File: src/inc/pcdi_consts.svh
// Constants for the parallel configuration data intake link
// What this block does
// - 8-bit ratio 1, or 2 with decompression
// - 16-bit 1/2/4, 32-bit 1/4/8 ratios
// - Host holds each word for ratio clocks
// - First extra clock per word decrypts, the capture clock at ratio 1; the rest only wait
// - Host sends no extra clocks after the last word
// - Narrow modes use only the low lines
// - Mode pins set width, voltage, power-on delay
// - Status released after delay; host waits
`ifndef PCDI_CONSTS_SVH
`define PCDI_CONSTS_SVH

// Clock and timing
`define PCDI_MCLK_HZ 10000000
`define PCDI_POR_FAST_MS 4
`define PCDI_POR_STD_MS 100
`define PCDI_POR_FAST_CYC (`PCDI_POR_FAST_MS * (`PCDI_MCLK_HZ / 1000))
`define PCDI_POR_STD_CYC (`PCDI_POR_STD_MS * (`PCDI_MCLK_HZ / 1000))
`define PCDI_POR_CNT_W 20
`define PCDI_HALF_CYC 4'h4

// Mode select pin fields
`define PCDI_MS_W 5
`define PCDI_MS_WIDTH_LO 0
`define PCDI_MS_WIDTH_HI 1
`define PCDI_MS_FASTPOR 2
`define PCDI_MS_IOSTD_LO 3
`define PCDI_MS_IOSTD_HI 4

// Host register byte offsets
`define PCDI_REG_CTRL 4'h0
`define PCDI_REG_STAT 4'h4
`define PCDI_REG_DATA 4'h8

// Control register fields
`define PCDI_CTRL_WIDTH_LO 0
`define PCDI_CTRL_WIDTH_HI 1
`define PCDI_CTRL_ENC 2
`define PCDI_CTRL_DEC 3
`define PCDI_CTRL_START 4
`define PCDI_CTRL_RST 5'h00

// Status register fields
`define PCDI_STAT_READY 0
`define PCDI_STAT_BUSY 1

// Arbitrary decryption key default
`define PCDI_KEY_DEF 32'hA5C3_5A3C

`endif

File: src/inc/pcdi_pkg.sv
// Types and the clocks-per-word function for the configuration link
`default_nettype none
package pcdi_pkg;
	typedef enum logic [1:0] {
		PCDI_W8,
		PCDI_W16,
		PCDI_W32
	} pcdi_width_t;

	// Configuration clocks needed per data word
	function automatic logic [3:0] pcdi_ratio(pcdi_width_t w, logic enc,
		logic dec);
		logic [3:0] r;
		r = 4'h1;
		case (w)
			PCDI_W8: r = dec ? 4'h2 : 4'h1;
			PCDI_W16: r = dec ? 4'h4 : (enc ? 4'h2 : 4'h1);
			PCDI_W32: r = dec ? 4'h8 : (enc ? 4'h4 : 4'h1);
			default: r = 4'h1;
		endcase
		return r;
	endfunction
endpackage
`default_nettype wire

File: src/inc/pcdi_link_if.sv
// Link between the configuration host and the device
`timescale 1ns/1ps
`default_nettype none
interface pcdi_link_if;
	logic config_clock;
	logic [31:0] cfg_data;
	logic status_o;
	logic status_oe;
	logic status_ready_n;

	// Open-drain status line with pull-up
	assign status_ready_n = status_oe ? status_o : 1'b1;

	modport dev (
		input config_clock,
		input cfg_data,
		output status_o,
		output status_oe
	);
	modport host (
		output config_clock,
		output cfg_data,
		input status_ready_n
	);
endinterface
`default_nettype wire

File: src/rtl/pcdi_device.sv
// Device end: fast parallel load intake of configuration words
//
// Local design decisions: the register offsets and register access over Avalon-MM.
`timescale 1ns/1ps
`include "pcdi_consts.svh"
`default_nettype none
module pcdi_device #(
	parameter int POR_FAST_CYC = `PCDI_POR_FAST_CYC,
	parameter int POR_STD_CYC = `PCDI_POR_STD_CYC,
	parameter logic [31:0] KEY = `PCDI_KEY_DEF
) (
	input wire logic mclk,
	input wire logic arst_n,
	pcdi_link_if.dev link,
	input wire logic [`PCDI_MS_W-1:0] mode_select_pins,
	input wire logic enc_en,
	input wire logic dec_en,
	output logic [31:0] word_o,
	output logic word_valid,
	output logic cfg_ready,
	output logic [1:0] width_o,
	output logic [1:0] io_std_o,
	output logic fast_por_o
);
	logic [`PCDI_MS_W-1:0] ms_s1_ff;
	logic [`PCDI_MS_W-1:0] ms_s2_ff;
	logic strap_done_ff;
	pcdi_pkg::pcdi_width_t width_ff;
	logic [1:0] io_std_ff;
	logic fast_por_ff;
	logic [`PCDI_POR_CNT_W-1:0] por_cnt_ff;
	logic ready_ff;
	logic ck_s1_ff;
	logic ck_s2_ff;
	logic ck_s3_ff;
	logic [31:0] d_s1_ff;
	logic [31:0] d_s2_ff;
	logic enc_s1_ff;
	logic enc_s2_ff;
	logic dec_s1_ff;
	logic dec_s2_ff;
	logic [3:0] cnt_ff;
	logic [31:0] word_ff;
	logic [31:0] out_ff;
	logic valid_ff;
	logic rise;
	logic [3:0] ratio;
	logic [31:0] masked;
	logic [31:0] key_m;
	logic [31:0] lane_m;
	logic [`PCDI_POR_CNT_W-1:0] por_lim;

	// Mode pins keep syncing through reset, so the straps are settled
	// when reset lets go; reset must last at least two clocks
	always_ff @(posedge mclk) begin
		ms_s1_ff <= mode_select_pins;
		ms_s2_ff <= ms_s1_ff;
	end

	// Synchronise feature levels
	always_ff @(posedge mclk or negedge arst_n) begin
		if (!arst_n) begin
			enc_s1_ff <= 1'b0;
			enc_s2_ff <= 1'b0;
			dec_s1_ff <= 1'b0;
			dec_s2_ff <= 1'b0;
		end else begin
			enc_s1_ff <= enc_en;
			enc_s2_ff <= enc_s1_ff;
			dec_s1_ff <= dec_en;
			dec_s2_ff <= dec_s1_ff;
		end
	end

	// Catch the static mode straps once after reset release
	always_ff @(posedge mclk or negedge arst_n) begin
		if (!arst_n) begin
			strap_done_ff <= 1'b0;
			width_ff <= pcdi_pkg::PCDI_W8;
			io_std_ff <= 2'h0;
			fast_por_ff <= 1'b0;
		end else if (!strap_done_ff) begin
			strap_done_ff <= 1'b1;
			case (ms_s2_ff[`PCDI_MS_WIDTH_HI:`PCDI_MS_WIDTH_LO])
				2'h1: width_ff <= pcdi_pkg::PCDI_W16;
				2'h2: width_ff <= pcdi_pkg::PCDI_W32;
				default: width_ff <= pcdi_pkg::PCDI_W8;
			endcase
			io_std_ff <=
				ms_s2_ff[`PCDI_MS_IOSTD_HI:`PCDI_MS_IOSTD_LO];
			fast_por_ff <= ms_s2_ff[`PCDI_MS_FASTPOR];
		end
	end

	// Power-on delay picked by the strap
	assign por_lim = fast_por_ff ? POR_FAST_CYC[`PCDI_POR_CNT_W-1:0] :
		POR_STD_CYC[`PCDI_POR_CNT_W-1:0];

	// Count the power-on delay, then release the status line
	always_ff @(posedge mclk or negedge arst_n) begin
		if (!arst_n) begin
			por_cnt_ff <= '0;
			ready_ff <= 1'b0;
		end else if (strap_done_ff && !ready_ff) begin
			if (por_cnt_ff >= por_lim - 1'b1) begin
				ready_ff <= 1'b1;
			end else begin
				por_cnt_ff <= por_cnt_ff + 1'b1;
			end
		end
	end

	// Hold status low until ready, then let the pull-up win
	assign link.status_o = 1'b0;
	assign link.status_oe = !ready_ff;

	// Synchronise link clock and data into mclk
	always_ff @(posedge mclk or negedge arst_n) begin
		if (!arst_n) begin
			ck_s1_ff <= 1'b0;
			ck_s2_ff <= 1'b0;
			ck_s3_ff <= 1'b0;
			d_s1_ff <= '0;
			d_s2_ff <= '0;
		end else begin
			ck_s1_ff <= link.config_clock;
			ck_s2_ff <= ck_s1_ff;
			ck_s3_ff <= ck_s2_ff;
			d_s1_ff <= link.cfg_data;
			d_s2_ff <= d_s1_ff;
		end
	end

	// Rising edge of the configuration clock
	assign rise = ck_s2_ff && !ck_s3_ff;
	assign ratio = pcdi_pkg::pcdi_ratio(width_ff, enc_s2_ff, dec_s2_ff);
	// Key trimmed to the lanes in use, so unused lanes stay zero
	assign key_m = enc_s2_ff ? (KEY & lane_m) : 32'h0000_0000;

	// Only the lines of the selected width carry data
	always_comb begin
		lane_m = 32'hFFFF_FFFF;
		case (width_ff)
			pcdi_pkg::PCDI_W8: lane_m = 32'h0000_00FF;
			pcdi_pkg::PCDI_W16: lane_m = 32'h0000_FFFF;
			default: lane_m = 32'hFFFF_FFFF;
		endcase
	end
	assign masked = d_s2_ff & lane_m;

	// Clock slot counter within one word period
	always_ff @(posedge mclk or negedge arst_n) begin
		if (!arst_n) begin
			cnt_ff <= 4'h0;
		end else if (!ready_ff) begin
			cnt_ff <= 4'h0;
		end else if (rise) begin
			if (cnt_ff >= ratio - 4'h1) begin
				cnt_ff <= 4'h0;
			end else begin
				cnt_ff <= cnt_ff + 4'h1;
			end
		end
	end

	// Capture on the first slot, decrypt in the first extra slot, or at capture when ratio is 1
	always_ff @(posedge mclk or negedge arst_n) begin
		if (!arst_n) begin
			word_ff <= '0;
		end else if (ready_ff && rise) begin
			if (cnt_ff == 4'h0) begin
				word_ff <= masked ^ (ratio == 4'h1 ? key_m : 32'h0000_0000);
			end else if (cnt_ff == 4'h1) begin
				word_ff <= word_ff ^ key_m;
			end
		end
	end

	// Emit the processed word at the last slot of the period
	always_ff @(posedge mclk or negedge arst_n) begin
		if (!arst_n) begin
			out_ff <= '0;
			valid_ff <= 1'b0;
		end else begin
			valid_ff <= 1'b0;
			if (ready_ff && rise && cnt_ff >= ratio - 4'h1) begin
				valid_ff <= 1'b1;
				if (ratio == 4'h1) begin
					out_ff <= masked ^ key_m;
				end else if (cnt_ff == 4'h1) begin
					out_ff <= word_ff ^ key_m;
				end else begin
					out_ff <= word_ff;
				end
			end
		end
	end

	assign word_o = out_ff;
	assign word_valid = valid_ff;
	assign cfg_ready = ready_ff;
	assign width_o = width_ff;
	assign io_std_o = io_std_ff;
	assign fast_por_o = fast_por_ff;
endmodule
`default_nettype wire

File: src/flat_wrapper.sv
// flat-port wrapper written by rule: the top's interface ports become plain ports
module pcdi_device_flat 
#(
	parameter int POR_FAST_CYC = `PCDI_POR_FAST_CYC,
	parameter int POR_STD_CYC = `PCDI_POR_STD_CYC,
	parameter logic [31:0] KEY = `PCDI_KEY_DEF
)
  (mclk, arst_n, mode_select_pins, enc_en, dec_en, word_o, word_valid, cfg_ready, width_o, io_std_o, fast_por_o, link_config_clock, link_cfg_data, link_status_o, link_status_oe);
  pcdi_link_if link_i ();
  input wire logic mclk;
  input wire logic arst_n;
  input wire logic [`PCDI_MS_W-1:0] mode_select_pins;
  input wire logic enc_en;
  input wire logic dec_en;
  output logic [31:0] word_o;
  output logic word_valid;
  output logic cfg_ready;
  output logic [1:0] width_o;
  output logic [1:0] io_std_o;
  output logic fast_por_o;
  input wire logic [$bits(link_i.config_clock)-1:0] link_config_clock;
  input wire logic [$bits(link_i.cfg_data)-1:0] link_cfg_data;
  output wire logic [$bits(link_i.status_o)-1:0] link_status_o;
  output wire logic [$bits(link_i.status_oe)-1:0] link_status_oe;
  assign link_i.config_clock = link_config_clock;
  assign link_i.cfg_data = link_cfg_data;
  assign link_status_o = link_i.status_o;
  assign link_status_oe = link_i.status_oe;
  pcdi_device #(.POR_FAST_CYC(POR_FAST_CYC), .POR_STD_CYC(POR_STD_CYC), .KEY(KEY)) u_core (.mclk(mclk), .arst_n(arst_n), .link(link_i), .mode_select_pins(mode_select_pins), .enc_en(enc_en), .dec_en(dec_en), .word_o(word_o), .word_valid(word_valid), .cfg_ready(cfg_ready), .width_o(width_o), .io_std_o(io_std_o), .fast_por_o(fast_por_o));
endmodule
File: config.mk
export PLATFORM = sky130hd
export DESIGN_NAME = pcdi_device_flat
export DESIGN_NICKNAME = d
export VERILOG_FILES = /design/src/inc/pcdi_pkg.sv /design/src/inc/pcdi_link_if.sv /design/src/rtl/pcdi_device.sv /design/src/flat_wrapper.sv
export VERILOG_INCLUDE_DIRS = /design/src /design/src/inc
export SDC_FILE = /design/constraint.sdc
export NUM_CORES = 1
export LEC_CHECK = 0
export ABC_AREA = 1
export BUFFER_PORTS_ARGS = -buffer_cell sky130_fd_sc_hd__buf_2
export CELL_PAD_IN_SITES_DETAIL_PLACEMENT = 1
export CELL_PAD_IN_SITES_GLOBAL_PLACEMENT = 1
export CORE_MARGIN = 2
export CORE_UTILIZATION = 40
export DETAILED_ROUTE_END_ITERATION = 12
export PLACE_DENSITY = 0.85
export SLEW_MARGIN = 20
export SYNTH_ARGS = -nofsm -noshare
export SYNTH_HDL_FRONTEND = slang
export SYNTH_SLANG_ARGS = --single-unit
File: constraint.sdc
create_clock -name mclk -period 2.4 [get_ports mclk]
set_input_delay 0.48 -clock mclk [delete_from_list [all_inputs] [get_ports mclk]]
set_output_delay 0.48 -clock mclk [all_outputs]
set_load 0.02 [all_outputs]
==> results of run 1 <==
==> what timing repair did <==
item	4_1_cts	5_1_grt
hold endpoints to repair	32	0
hold buffers	1	0
buffers inserted	5	2
resized for setup	50	47
pin swaps	30	6
endpoints found under the setup margin	33	35
gates cloned	3	0
==> worst min-delay path by stage <==
stage,startpoint,end,depth (start not counted)
4_1_cts,mode_select_pins[3],u_core.ms_s1_ff[3],1
5_1_grt,mode_select_pins[3],u_core.ms_s1_ff[3],1
3_5_place_dp,u_core.ms_s1_ff[1],u_core.ms_s2_ff[1],0
3_3_place_gp,u_core.ms_s1_ff[4],u_core.ms_s2_ff[4],0
6_report,link_cfg_data[28],u_core.d_s1_ff[28],1
2_1_floorplan,arst_n,u_core.cfg_ready,0
==> cells by family after synthesis <==
family          after synthesis  synth area share
simple gates                557             0.288
flops                       177             0.547
buf+inv                     106            0.0558
compound gates               54            0.0383
xor+xnor                     35            0.0383
fa+ha+maj                    20            0.0313
other cells                   2          0.000938
==> state kept, by name (all words and copies together) (netlist names), 2 cells and up <==
| register | cells |
|---|---|
| u_core.por_cnt_ff | 20 |
| u_core.d_s2_ff | 32 |
| u_core.width_o | 2 |
| u_core.cnt_ff | 4 |
| u_core.word_o | 32 |
| u_core.ms_s2_ff | 5 |
| u_core.ms_s1_ff | 5 |
| u_core.word_ff | 32 |
| u_core.io_std_o | 2 |
| u_core.d_s1_ff | 32 |
==> placed cells by master, fill, tap and decap left out, types with 14 or more instances in the layout <==
master,netlist,final
sky130_fd_sc_hd__inv_1,65,61
sky130_fd_sc_hd__clkbuf_16,0,17
sky130_fd_sc_hd__nor2_1,37,35
sky130_fd_sc_hd__nand2_2,5,45
sky130_fd_sc_hd__xor2_1,24,24
sky130_fd_sc_hd__buf_2,15,80
sky130_fd_sc_hd__dfrtp_1,167,164
sky130_fd_sc_hd__nand4_1,35,35
sky130_fd_sc_hd__nand2_1,417,362
sky130_fd_sc_hd__buf_4,8,41
sky130_fd_sc_hd__nand3_1,51,50
sky130_fd_sc_hd__o21ai_0,38,38
sky130_fd_sc_hd__nand2_4,0,14
sky130_fd_sc_hd__ha_1,20,18
==> power groups by stage <==
| stage | clock network, mW | registers, mW | logic (mW) |
|---|---|---|---|
| after floorplan | 0 | 3.23 | 0.329 |
| after global placement | 0 | 3.24 | 0.564 |
| after detailed placement | 0 | 3.24 | 0.591 |
| after CTS | 2.81 | 3.19 | 0.629 |
| after global routing | 2.95 | 3.21 | 0.716 |
| final | 2.77 | 3.19 | 0.645 |
==> through the flow <==
| stage | instances | utilization | cell area, um^2 | TNS [ns] |
|---|---|---|---|---|
| CTS | 1346 | 0.503 | 9820 | -1.36 |
| global placement | 1306 | 0.457 | 8930 | -2.38 |
| floorplan | 952 | - | 8040 | -0.220 |
| global route | 1348 | 0.512 | 10000 | -5.99 |
| detailed placement | 1306 | 0.457 | 8930 | -6.57 |
| finish | 1348 | 0.512 | 10000 | -2.70 |
==> layout make-up <==
class | instances | area, um^2 | share of cell area
Tap cell | 265 | 332 | 0.0332
Multi-Input combinational cell | 669 | 3480 | 0.348
Inverter | 74 | 307 | 0.0307
Sequential cell | 177 | 4380 | 0.438
Clock inverter | 12 | 126 | 0.0126
Clock buffer | 19 | 453 | 0.0453
Timing Repair Buffer | 132 | 915 | 0.0915
==> layer usage <==
| metal | track usage | wire, um | vias to the layer above |
|---|---|---|---|
| met5 | 0 | 13 | - |
| met4 | 0.0828 | 607 | 2 |
| met3 | 0.0395 | 971 | 48 |
| met2 | 0.400 | 12300 | 194 |
| met1 | 0.272 | 9680 | 3414 |
| li1 | - | - | 3229 |
==> flow_summary.yaml, run 1 <==
power_and_ir_drop:
  ir_drop_v: 0.000506
  share_seq_of_total_power: 0.483
  report.power.total_mw: 6.60
  net-switching-power_mw: 1.77
  power_frac_clock: 0.420
  leakage_nw: 5.31
  combinational_group_share_of_total_power: 0.098
  p_int_mw: 4.83
  pwr_density_cell_nw_per_um2: 661
  power.switching_fraction: 0.269
logic_synthesis:
  ys_warn_count: 0
  mean_instance_size_in_the_synthesized_netlist_um2: 8.42
  count_of_flip_flops_with_a_built_in_enable_after_synthesis: 0
  sequential_area_share_after_synthesis: 0.547
  syn_inst: 951
  async_reset_ff_frac: 0.944
  synth_largest_type_area_fraction: 0.522
  yosys.cell_types.count: 32
  ys_dominant_reg_cell: "sky130_fd_sc_hd__dfrtp_1"
  synth_top_area_cell: "sky130_fd_sc_hd__dfrtp_1"
  netlist_area_um2: 8010
  synth.area.top_cells: "sky130_fd_sc_hd__dfrtp_1, sky130_fd_sc_hd__nand2_1, sky130_fd_sc_hd__nand3_1"
  synth-seq-cells: 177
  synth.most_common_cell: "sky130_fd_sc_hd__nand2_1"
  netlist_top_cells_count: "sky130_fd_sc_hd__nand2_1, sky130_fd_sc_hd__dfrtp_1, sky130_fd_sc_hd__inv_1"
global_route:
  gr-usage-all-layers: 0.224
  number_of_global_route_vias_before_repair: 7428
  grt_start_max_net_pins: 45
  gr-total-overflow: 0
  grt_antenna_before_repair: 1
  grt_first_pass_wirelength_mm: 37.8
floorplan:
  fp.dieW_um: 145
  std_cell_rows: 51
  initial_utilization: 0.410
  fp.coreArea_um2: 19500
  area_of_the_die_um2: 21200
  io-pin-count: 83
  die_h_um: 145
critical_path:
  crit_path_required_time_ns: 2.72
  worst_setup_path_endpoint: "u_core.word_o[8]"
  crit_path_cell_trace: "inv_4 -> nand2_4 -> nor3_4 -> a21oi_2 -> buf_4 -> ha_4 -> xnor2_2 -> ha_1 -> nand4_1 -> nand3_4 -> nand2_8 -> buf_12 -> buf_12 -> nand2_4 -> nand2_2"
  crit_path_max_incr_delay_ns: 0.42
  critPathLaunchType: "flop"
  crit_buf_inv: 4
  crit_family: "simple AND/OR/NAND/NOR gates"
  r2r_start: "u_core.width_o[1]"
  rr_endpoint: "u_core.word_o[8]"
  worst_r2r_path_depth: 15
  slowest_stage: "sky130_fd_sc_hd__dfrtp_2"
  worst_setup_path_end_kind: "flop"
  critical_path_arrival_ns: 2.85
  worst-path-stages: 15
  rrSetupSlack_ns: -0.13
  crit_path_start: "u_core.width_o[1]"
  critical_path_peak_fanout: 8
  criticalPathCategory: "reg -> reg"
detailed_routing:
  route.final.wire_length_mm: 23.6
  drt-pass1-iter-count: 5
  drt_drc_violations_left: 0
  route.antenna.remaining_nets: 0
  vias_after_detailed_routing: 6887
  post_drt_via_cell_ratio: 5.11
  drt-wirelength-per-cell_um: 17.5
  detail_route.iter0.violations: 440
sta:
  timing.final.ws_setup_ns: -0.127
  hold_viol_final: 0
  report.final.setup_viol: 32
  max_slew.worst_pin.slew_ns: 0.751
  layout_min_cycle_time_ns: 2.53
  max_slew_margin: 0.494
  timing_max_transition_violations_final: 0
  skew_ns: 0.0121
  fin_crit_sh: 1.05
  highest_clock_frequency_the_design_can_meet_mhz: 396
  finalHoldWorstSlack_ns: 0.146
  rsz0062_at_grt: "true"
clocking:
  clkSlewWorstSetupHoldPaths_ns: 0.07
  clock_buffers_created_by_tritoncts: 17
  clock_tree.root_cell: "sky130_fd_sc_hd__clkbuf_16"
  clk-insertion-delay-late_ns: 0.43
  tritoncts_clock_tree: "done"
  clockBufferDepth: 2
  clock-sinks: 177
  max_h_tree_level: 4
job:
  timing.max_cap.violations: 0
placement:
  routabilityCongestion: 0.861
  io_buffer_count: 81
  preCtsSetupSlack_ns: -0.254
  place.detailed.hpwl_mm: 15.0
cells_and_area:
  nNetsFinal: 1133
  fillers: 2356
  fraction_of_layout_cells_with_a_size_suffix_above_1: 0.237
  areaGrowthSynthToFinish_pct: 24.9
  num_antenna_cells: 0
worst_hold_path:
  hold_class: "in -> reg"
outcome:
  outcome: "finished, violations left"
  violations: "setup timing"
(Power assumes the default switching activity.)
==> inputs of run 2 (changes only) <==
==> constraint.sdc (replaced) <==
create_clock -name mclk -period 2.4 [get_ports mclk]
set_input_delay 0.36 -clock mclk [delete_from_list [all_inputs] [get_ports mclk]]
set_output_delay 0.36 -clock mclk [all_outputs]
set_load 0.02 [all_outputs]
==> run 2 against run 1 <==
Effect of this change:
- the run still ends with setup timing left
- combinational power rose by 4.3%
- critical path depth grew 2
- clock skew down 0.0028 ns
- global-route usage decreased by 0.73 points
- power up 4.9%
- sequential share of layout area rose by 0.20 points
- register-to-register slack improved by 0.03 ns
- fmax up 1.3%
- clock power rose by 10%
- highest routed layer is now met4
==> flow_summary.yaml, run 2 (synthesized netlist as in run 1, its figures left out) <==
sta:
  timing_max_transition_violations_final: 0
  timing.final.ws_setup_ns: -0.0955
  rsz0062_at_grt: "true"
  max_slew.worst_pin.slew_ns: 0.800
  skew_ns: 0.00934
  max_slew_margin: 0.461
  highest_clock_frequency_the_design_can_meet_mhz: 401
  layout_min_cycle_time_ns: 2.50
  fin_crit_sh: 1.04
  finalHoldWorstSlack_ns: 0.0241
  report.final.setup_viol: 34
  hold_viol_final: 0
cells_and_area:
  num_antenna_cells: 0
  fraction_of_layout_cells_with_a_size_suffix_above_1: 0.197
  seq_area_um2: 4380
  fillers: 2369
  mostFrequentLayoutCells: "sky130_fd_sc_hd__nand2_1, sky130_fd_sc_hd__dfrtp_1, sky130_fd_sc_hd__buf_2, sky130_fd_sc_hd__inv_1, sky130_fd_sc_hd__nand3_1"
  area_occupied_by_multi_input_gates_um2: 3330
  areaGrowthSynthToFinish_pct: 24.3
  instances_no_fill: 1351
  commonest_non_fill_non_tap_cell_in_the_layout: "sky130_fd_sc_hd__nand2_1"
  nNetsFinal: 1135
floorplan:
  io-pin-count: 83
  std_cell_rows: 51
  fp.coreArea_um2: 19500
  initial_utilization: 0.410
  die_h_um: 145
  fp.dieW_um: 145
  area_of_the_die_um2: 21200
placement:
  placedCellCount: 1302
  routabilityCongestion: 0.865
  io_buffer_count: 81
  place.detailed.hpwl_mm: 14.7
power_and_ir_drop:
  pwr_density_cell_nw_per_um2: 696
  leakage_nw: 5.37
  ir_drop_v: 0.000527
clocking:
  clockBufferDepth: 2
  clkSlewWorstSetupHoldPaths_ns: 0.07
  clock_buffers_created_by_tritoncts: 17
  max_h_tree_level: 4
  clk-insertion-delay-late_ns: 0.43
  clock_tree.root_cell: "sky130_fd_sc_hd__clkbuf_16"
  clock-sinks: 177
  tritoncts_clock_tree: "done"
global_route:
  number_of_global_route_vias_before_repair: 7317
  grt_antenna_before_repair: 0
  gr-total-overflow: 0
  grt_start_max_net_pins: 63
  gr-usage-all-layers: 0.217
  grt_first_pass_wirelength_mm: 37.1
detailed_routing:
  route.final.wire_length_mm: 22.3
  drt-wirelength-per-cell_um: 16.5
  post_drt_via_cell_ratio: 5.06
  drt_drc_violations_left: 0
  drt-pass1-iter-count: 5
  vias_after_detailed_routing: 6841
  detail_route.iter0.violations: 504
  route.antenna.remaining_nets: 0
job:
  timing.max_cap.violations: 0
critical_path:
  critical_path_arrival_ns: 2.84
  rrSetupSlack_ns: -0.1
  crit_path_required_time_ns: 2.74
  critical_path_peak_fanout: 3
  worst_setup_path_end_kind: "flop"
  criticalPathCategory: "reg -> reg"
  worst_r2r_path_depth: 17
  critPathLaunchType: "flop"
worst_hold_path:
  hold_class: "in -> reg"
  worstHoldPathCells: 1
outcome:
  outcome: "finished, violations left"
  violations: "setup timing"
-- run 2: cell count changes in the layout (fill, tap and decap cells not counted), sizes merged --
cell | before | now
inv | 77 | 82
buf | 131 | 132
clkinv | 8 | 2
bufinv | 1 | 4
-- run 2: metal layers --
layer | wire (um) | vias up | track usage
met2 | 11200 | 144 | 0.381
met4 | 410 | 0 | 0.0672
met1 | 9880 | 3430 | 0.275
met5 | 0 | - | 0
li1 | - | 3235 | -
met3 | 757 | 32 | 0.0364
-- run 2: metrics by stage --
stage | TNS (ns) | utilization | cell area (um^2) | worst slack, ns | total power, mW
2_1_floorplan | -0.220 | - | 8040 | -0.0119 | 3.55
3_3_place_gp | -1.87 | 0.456 | 8900 | -0.0669 | 3.80
3_5_place_dp | -5.56 | 0.456 | 8900 | -0.214 | 3.84
4_1_cts | -0.0115 | 0.502 | 9800 | -0.0115 | 6.94
5_1_grt | -6.77 | 0.509 | 9950 | -0.218 | 7.21
6_report | -1.83 | 0.509 | 9950 | -0.0955 | 6.93
-- run 2: layout make-up --
| cell class | count | share of cell area |
|---|---|---|
| inverters | 74 | 0.0306 |
| multi-input cells | 669 | 0.335 |
| well taps | 265 | 0.0333 |
| clock buffers | 18 | 0.0441 |
| clock inverters | 14 | 0.0215 |
| flip-flops and latches | 177 | 0.440 |
| repair buffers | 134 | 0.0952 |
-- run 2: worst paths after layout --
check | to | start
worst max register to register | u_core.cnt_ff[0] | u_core.width_o[1]
worst max-delay path | u_core.cnt_ff[0] | u_core.width_o[1]
worst min-delay path | u_core.d_s1_ff[13] | link_cfg_data[13]
max in group asynchronous | u_core.d_s1_ff[21] | arst_n
min in group asynchronous | u_core.word_ff[10] | arst_n
worst min register to register | u_core.ms_s2_ff[2] | u_core.ms_s1_ff[2]
-- run 2: power by group --
group	internal (mW)	switching [mW]	total [mW]	leakage [nW]
Clock	1.82	1.25	3.06	0.324
Combinational	0.248	0.425	0.673	2.81
Sequential	3.09	0.0976	3.19	2.23
Total	5.16	1.77	6.93	5.37
-- run 2: repair_timing --
action,CTS,global route
cloned,2,1
endpoints found under the hold margin,57,0
setup endpoints to repair,33,37
resized for setup,24,24
pin swaps,7,12
buffers inserted,10,6
hold buffers,1,0
-- run 2: critical path: stages (launching register included) --
cell	delay [ns]
sky130_fd_sc_hd__dfrtp_2	0.43
sky130_fd_sc_hd__inv_4	0.08
sky130_fd_sc_hd__buf_6	0.11
sky130_fd_sc_hd__nand2_8	0.06
sky130_fd_sc_hd__nand2_4	0.08
sky130_fd_sc_hd__nand2_4	0.05
sky130_fd_sc_hd__nand2_4	0.09
sky130_fd_sc_hd__ha_4	0.21
sky130_fd_sc_hd__inv_4	0.05
sky130_fd_sc_hd__ha_4	0.19
sky130_fd_sc_hd__inv_2	0.04
sky130_fd_sc_hd__nor2_1	0.03
sky130_fd_sc_hd__o211ai_1	0.26
sky130_fd_sc_hd__nand3_2	0.18
sky130_fd_sc_hd__buf_4	0.18
sky130_fd_sc_hd__buf_4	0.12
sky130_fd_sc_hd__buf_4	0.13
sky130_fd_sc_hd__o22ai_1	0.11
==> inputs of run 3 (changes only) <==
Settings changed: SETUP_SLACK_MARGIN from default to 0.3.
==> run 3 against run 2 <==
Effect of this change:
- the run still ends with setup timing left
- fmax grew 0.82%
- hold slack gained 0.0014 ns
- register-to-register slack better by 0.02 ns
- final cell count shrank 0.44%
- cell area is 0.65% lower
- worst setup slack improved by 0.020 ns
- sequential power barely moved
- largest power group unchanged
==> flow_summary.yaml, run 3 (synthesized netlist as in run 1, its figures left out) <==
placement:
  preCtsSetupSlack_ns: -0.135
  place.detailed.hpwl_mm: 14.3
  io_buffer_count: 81
  routabilityCongestion: 0.840
  postPlaceCellArea_um2: 8890
worst_hold_path:
  hold_class: "in -> reg"
power_and_ir_drop:
  p_int_mw: 4.72
  pwr_density_cell_nw_per_um2: 665
  power_frac_clock: 0.417
  power.switching_fraction: 0.282
  ir_drop_v: 0.000521
  net-switching-power_mw: 1.85
  combinational_group_share_of_total_power: 0.096
  report.power.total_mw: 6.57
  share_seq_of_total_power: 0.486
  leakage_nw: 5.35
critical_path:
  critical_path_peak_fanout: 17
  crit_top_cell: "sky130_fd_sc_hd__nand2_1"
  crit_path_cell_trace: "inv_2 -> nand2_4 -> nand2_2 -> nand2_1 -> nand2_1 -> inv_1 -> ha_1 -> xnor2_1 -> ha_1 -> o211ai_1 -> nand3_2 -> nand2_4 -> buf_12 -> inv_16 -> nand2_1 -> nand2_1"
  critical_path_arrival_ns: 2.79
  crit_path_max_incr_delay_ns: 0.44
  slowest_stage: "sky130_fd_sc_hd__dfrtp_2"
  worst_setup_path_end_kind: "flop"
  critPathLaunchType: "flop"
  crit_path_required_time_ns: 2.72
  criticalPathCategory: "reg -> reg"
sta:
  rsz0062_at_grt: "true"
  timing_max_transition_violations_final: 0
  layout_min_cycle_time_ns: 2.48
  skew_ns: 0.0154
  max_slew_margin: 0.591
  report.final.setup_viol: 33
  hold_viol_final: 0
  fin_crit_sh: 1.03
  timing.final.ws_setup_ns: -0.0752
  max_slew.worst_pin.slew_ns: 0.608
  setup-tns-final_ns: -1.10
  highest_clock_frequency_the_design_can_meet_mhz: 404
detailed_routing:
  drt_drc_violations_left: 0
  detail_route.iter0.violations: 314
  route.antenna.remaining_nets: 0
  vias_after_detailed_routing: 6682
  drt-pass1-iter-count: 4
  post_drt_via_cell_ratio: 4.97
  drt-wirelength-per-cell_um: 15.9
  route.final.wire_length_mm: 21.3
cells_and_area:
  seq_area_um2: 4380
  areaGrowthSynthToFinish_pct: 23.5
  fillers: 2342
  num_antenna_cells: 0
  nNetsFinal: 1129
  fraction_of_layout_cells_with_a_size_suffix_above_1: 0.211
  final_design_area_no_fill_um2: 9880
  mostFrequentLayoutCells: "sky130_fd_sc_hd__nand2_1, sky130_fd_sc_hd__dfrtp_1, sky130_fd_sc_hd__buf_2, sky130_fd_sc_hd__inv_1, sky130_fd_sc_hd__nand3_1"
  area_occupied_by_multi_input_gates_um2: 3360
  finalCoreUtilization: 0.506
  commonest_non_fill_non_tap_cell_in_the_layout: "sky130_fd_sc_hd__nand2_1"
clocking:
  max_h_tree_level: 4
  clock_buffers_created_by_tritoncts: 17
  clkSlewWorstSetupHoldPaths_ns: 0.07
  clock_tree.root_cell: "sky130_fd_sc_hd__clkbuf_16"
  clockBufferDepth: 2
  clk-insertion-delay-late_ns: 0.44
  clock-sinks: 177
  tritoncts_clock_tree: "done"
outcome:
  outcome: "finished, violations left"
  violations: "setup timing"
floorplan:
  io-pin-count: 83
  die_h_um: 145
  initial_utilization: 0.410
  fp.coreArea_um2: 19500
  fp.dieW_um: 145
  area_of_the_die_um2: 21200
  std_cell_rows: 51
global_route:
  grt_start_max_net_pins: 58
  grt_antenna_before_repair: 0
  number_of_global_route_vias_before_repair: 7058
  gr-usage-all-layers: 0.209
  gr-total-overflow: 0
  grt_first_pass_wirelength_mm: 35.9
job:
  timing.max_cap.violations: 0
[run 3: cell types whose count changed in the layout (fill, tap and decap cells not counted), sizes merged]
cell	change
clkinv	+8
buf	-7
clkbuf	-1
inv	-2
bufinv	-4
[run 3: power groups by stage]
stage,clock network [mW],logic [mW],registers (mW)
5_1_grt,2.93,0.711,3.21
2_1_floorplan,0,0.332,3.23
6_report,2.74,0.632,3.20
3_5_place_dp,0,0.582,3.25
3_3_place_gp,0,0.553,3.24
4_1_cts,2.80,0.616,3.19
[run 3: repair_timing]
| item | in CTS | in global routing |
|---|---|---|
| pin swaps | 3 | 7 |
| endpoints found under the setup margin | 41 | 68 |
| resized for setup | 18 | 45 |
| hold buffers | 1 | 0 |
| cloned | 2 | 1 |
| buffers inserted | 8 | 4 |
| endpoints found under the hold margin | 39 | 0 |
[run 3: final cells by class]
| class | count | share of cell area |
|---|---|---|
| clock buffers | 17 | 0.0430 |
| clock inverters | 15 | 0.0171 |
| inverters | 74 | 0.0300 |
| multi-input cells | 669 | 0.340 |
| flip-flops and latches | 177 | 0.444 |
| well taps | 265 | 0.0335 |
| repair buffers | 127 | 0.0910 |
| repair inverters | 1 | 0.00165 |
[run 3: metal layers]
| layer | vias up | global-route usage | share of wire |
|---|---|---|---|
| met4 | 0 | 0.0627 | 0.016 |
| met3 | 26 | 0.0373 | 0.030 |
| met5 | - | 0 | 0 |
| li1 | 3229 | - | - |
| met1 | 3317 | 0.273 | 0.44 |
| met2 | 110 | 0.358 | 0.51 |
[run 3: path summary, 6_finish.rpt]
check                               startpoint                  to  slack, ns  cells past startpoint
max in group asynchronous               arst_n    u_core.dec_s2_ff       1.33                      3
hold reg to reg             u_core.ms_s1_ff[1]  u_core.ms_s2_ff[1]       0.33                      0
hold / removal             mode_select_pins[3]  u_core.ms_s1_ff[3]       0.03                      1
min in group asynchronous               arst_n  u_core.word_ff[13]       0.42                      2
setup reg to reg             u_core.width_o[0]   u_core.word_o[31]      -0.08                     16
setup / recovery             u_core.width_o[0]   u_core.word_o[31]      -0.08                     16
[run 3: worst max-delay path: cells and delay by family, from the launching register on]
| family | cells | cell delay (ns) |
|---|---|---|
| flip-flops | 1 | 0.44 |
| XOR/XNOR | 1 | 0.13 |
| adder cells (fa/ha/maj) | 2 | 0.51 |
| AO/OA/AOI/OAI | 1 | 0.16 |
| buffers and inverters | 4 | 0.37 |
| AND/OR/NAND/NOR | 8 | 0.75 |
[run 3: metrics by stage]
step	hold slack, ns	std cells
after CTS	0.0110	1340
after floorplan	0.0644	952
after detailed placement	0.314	1297
after global routing	0.00612	1345
after global placement	0.311	1297
final	0.0255	1345
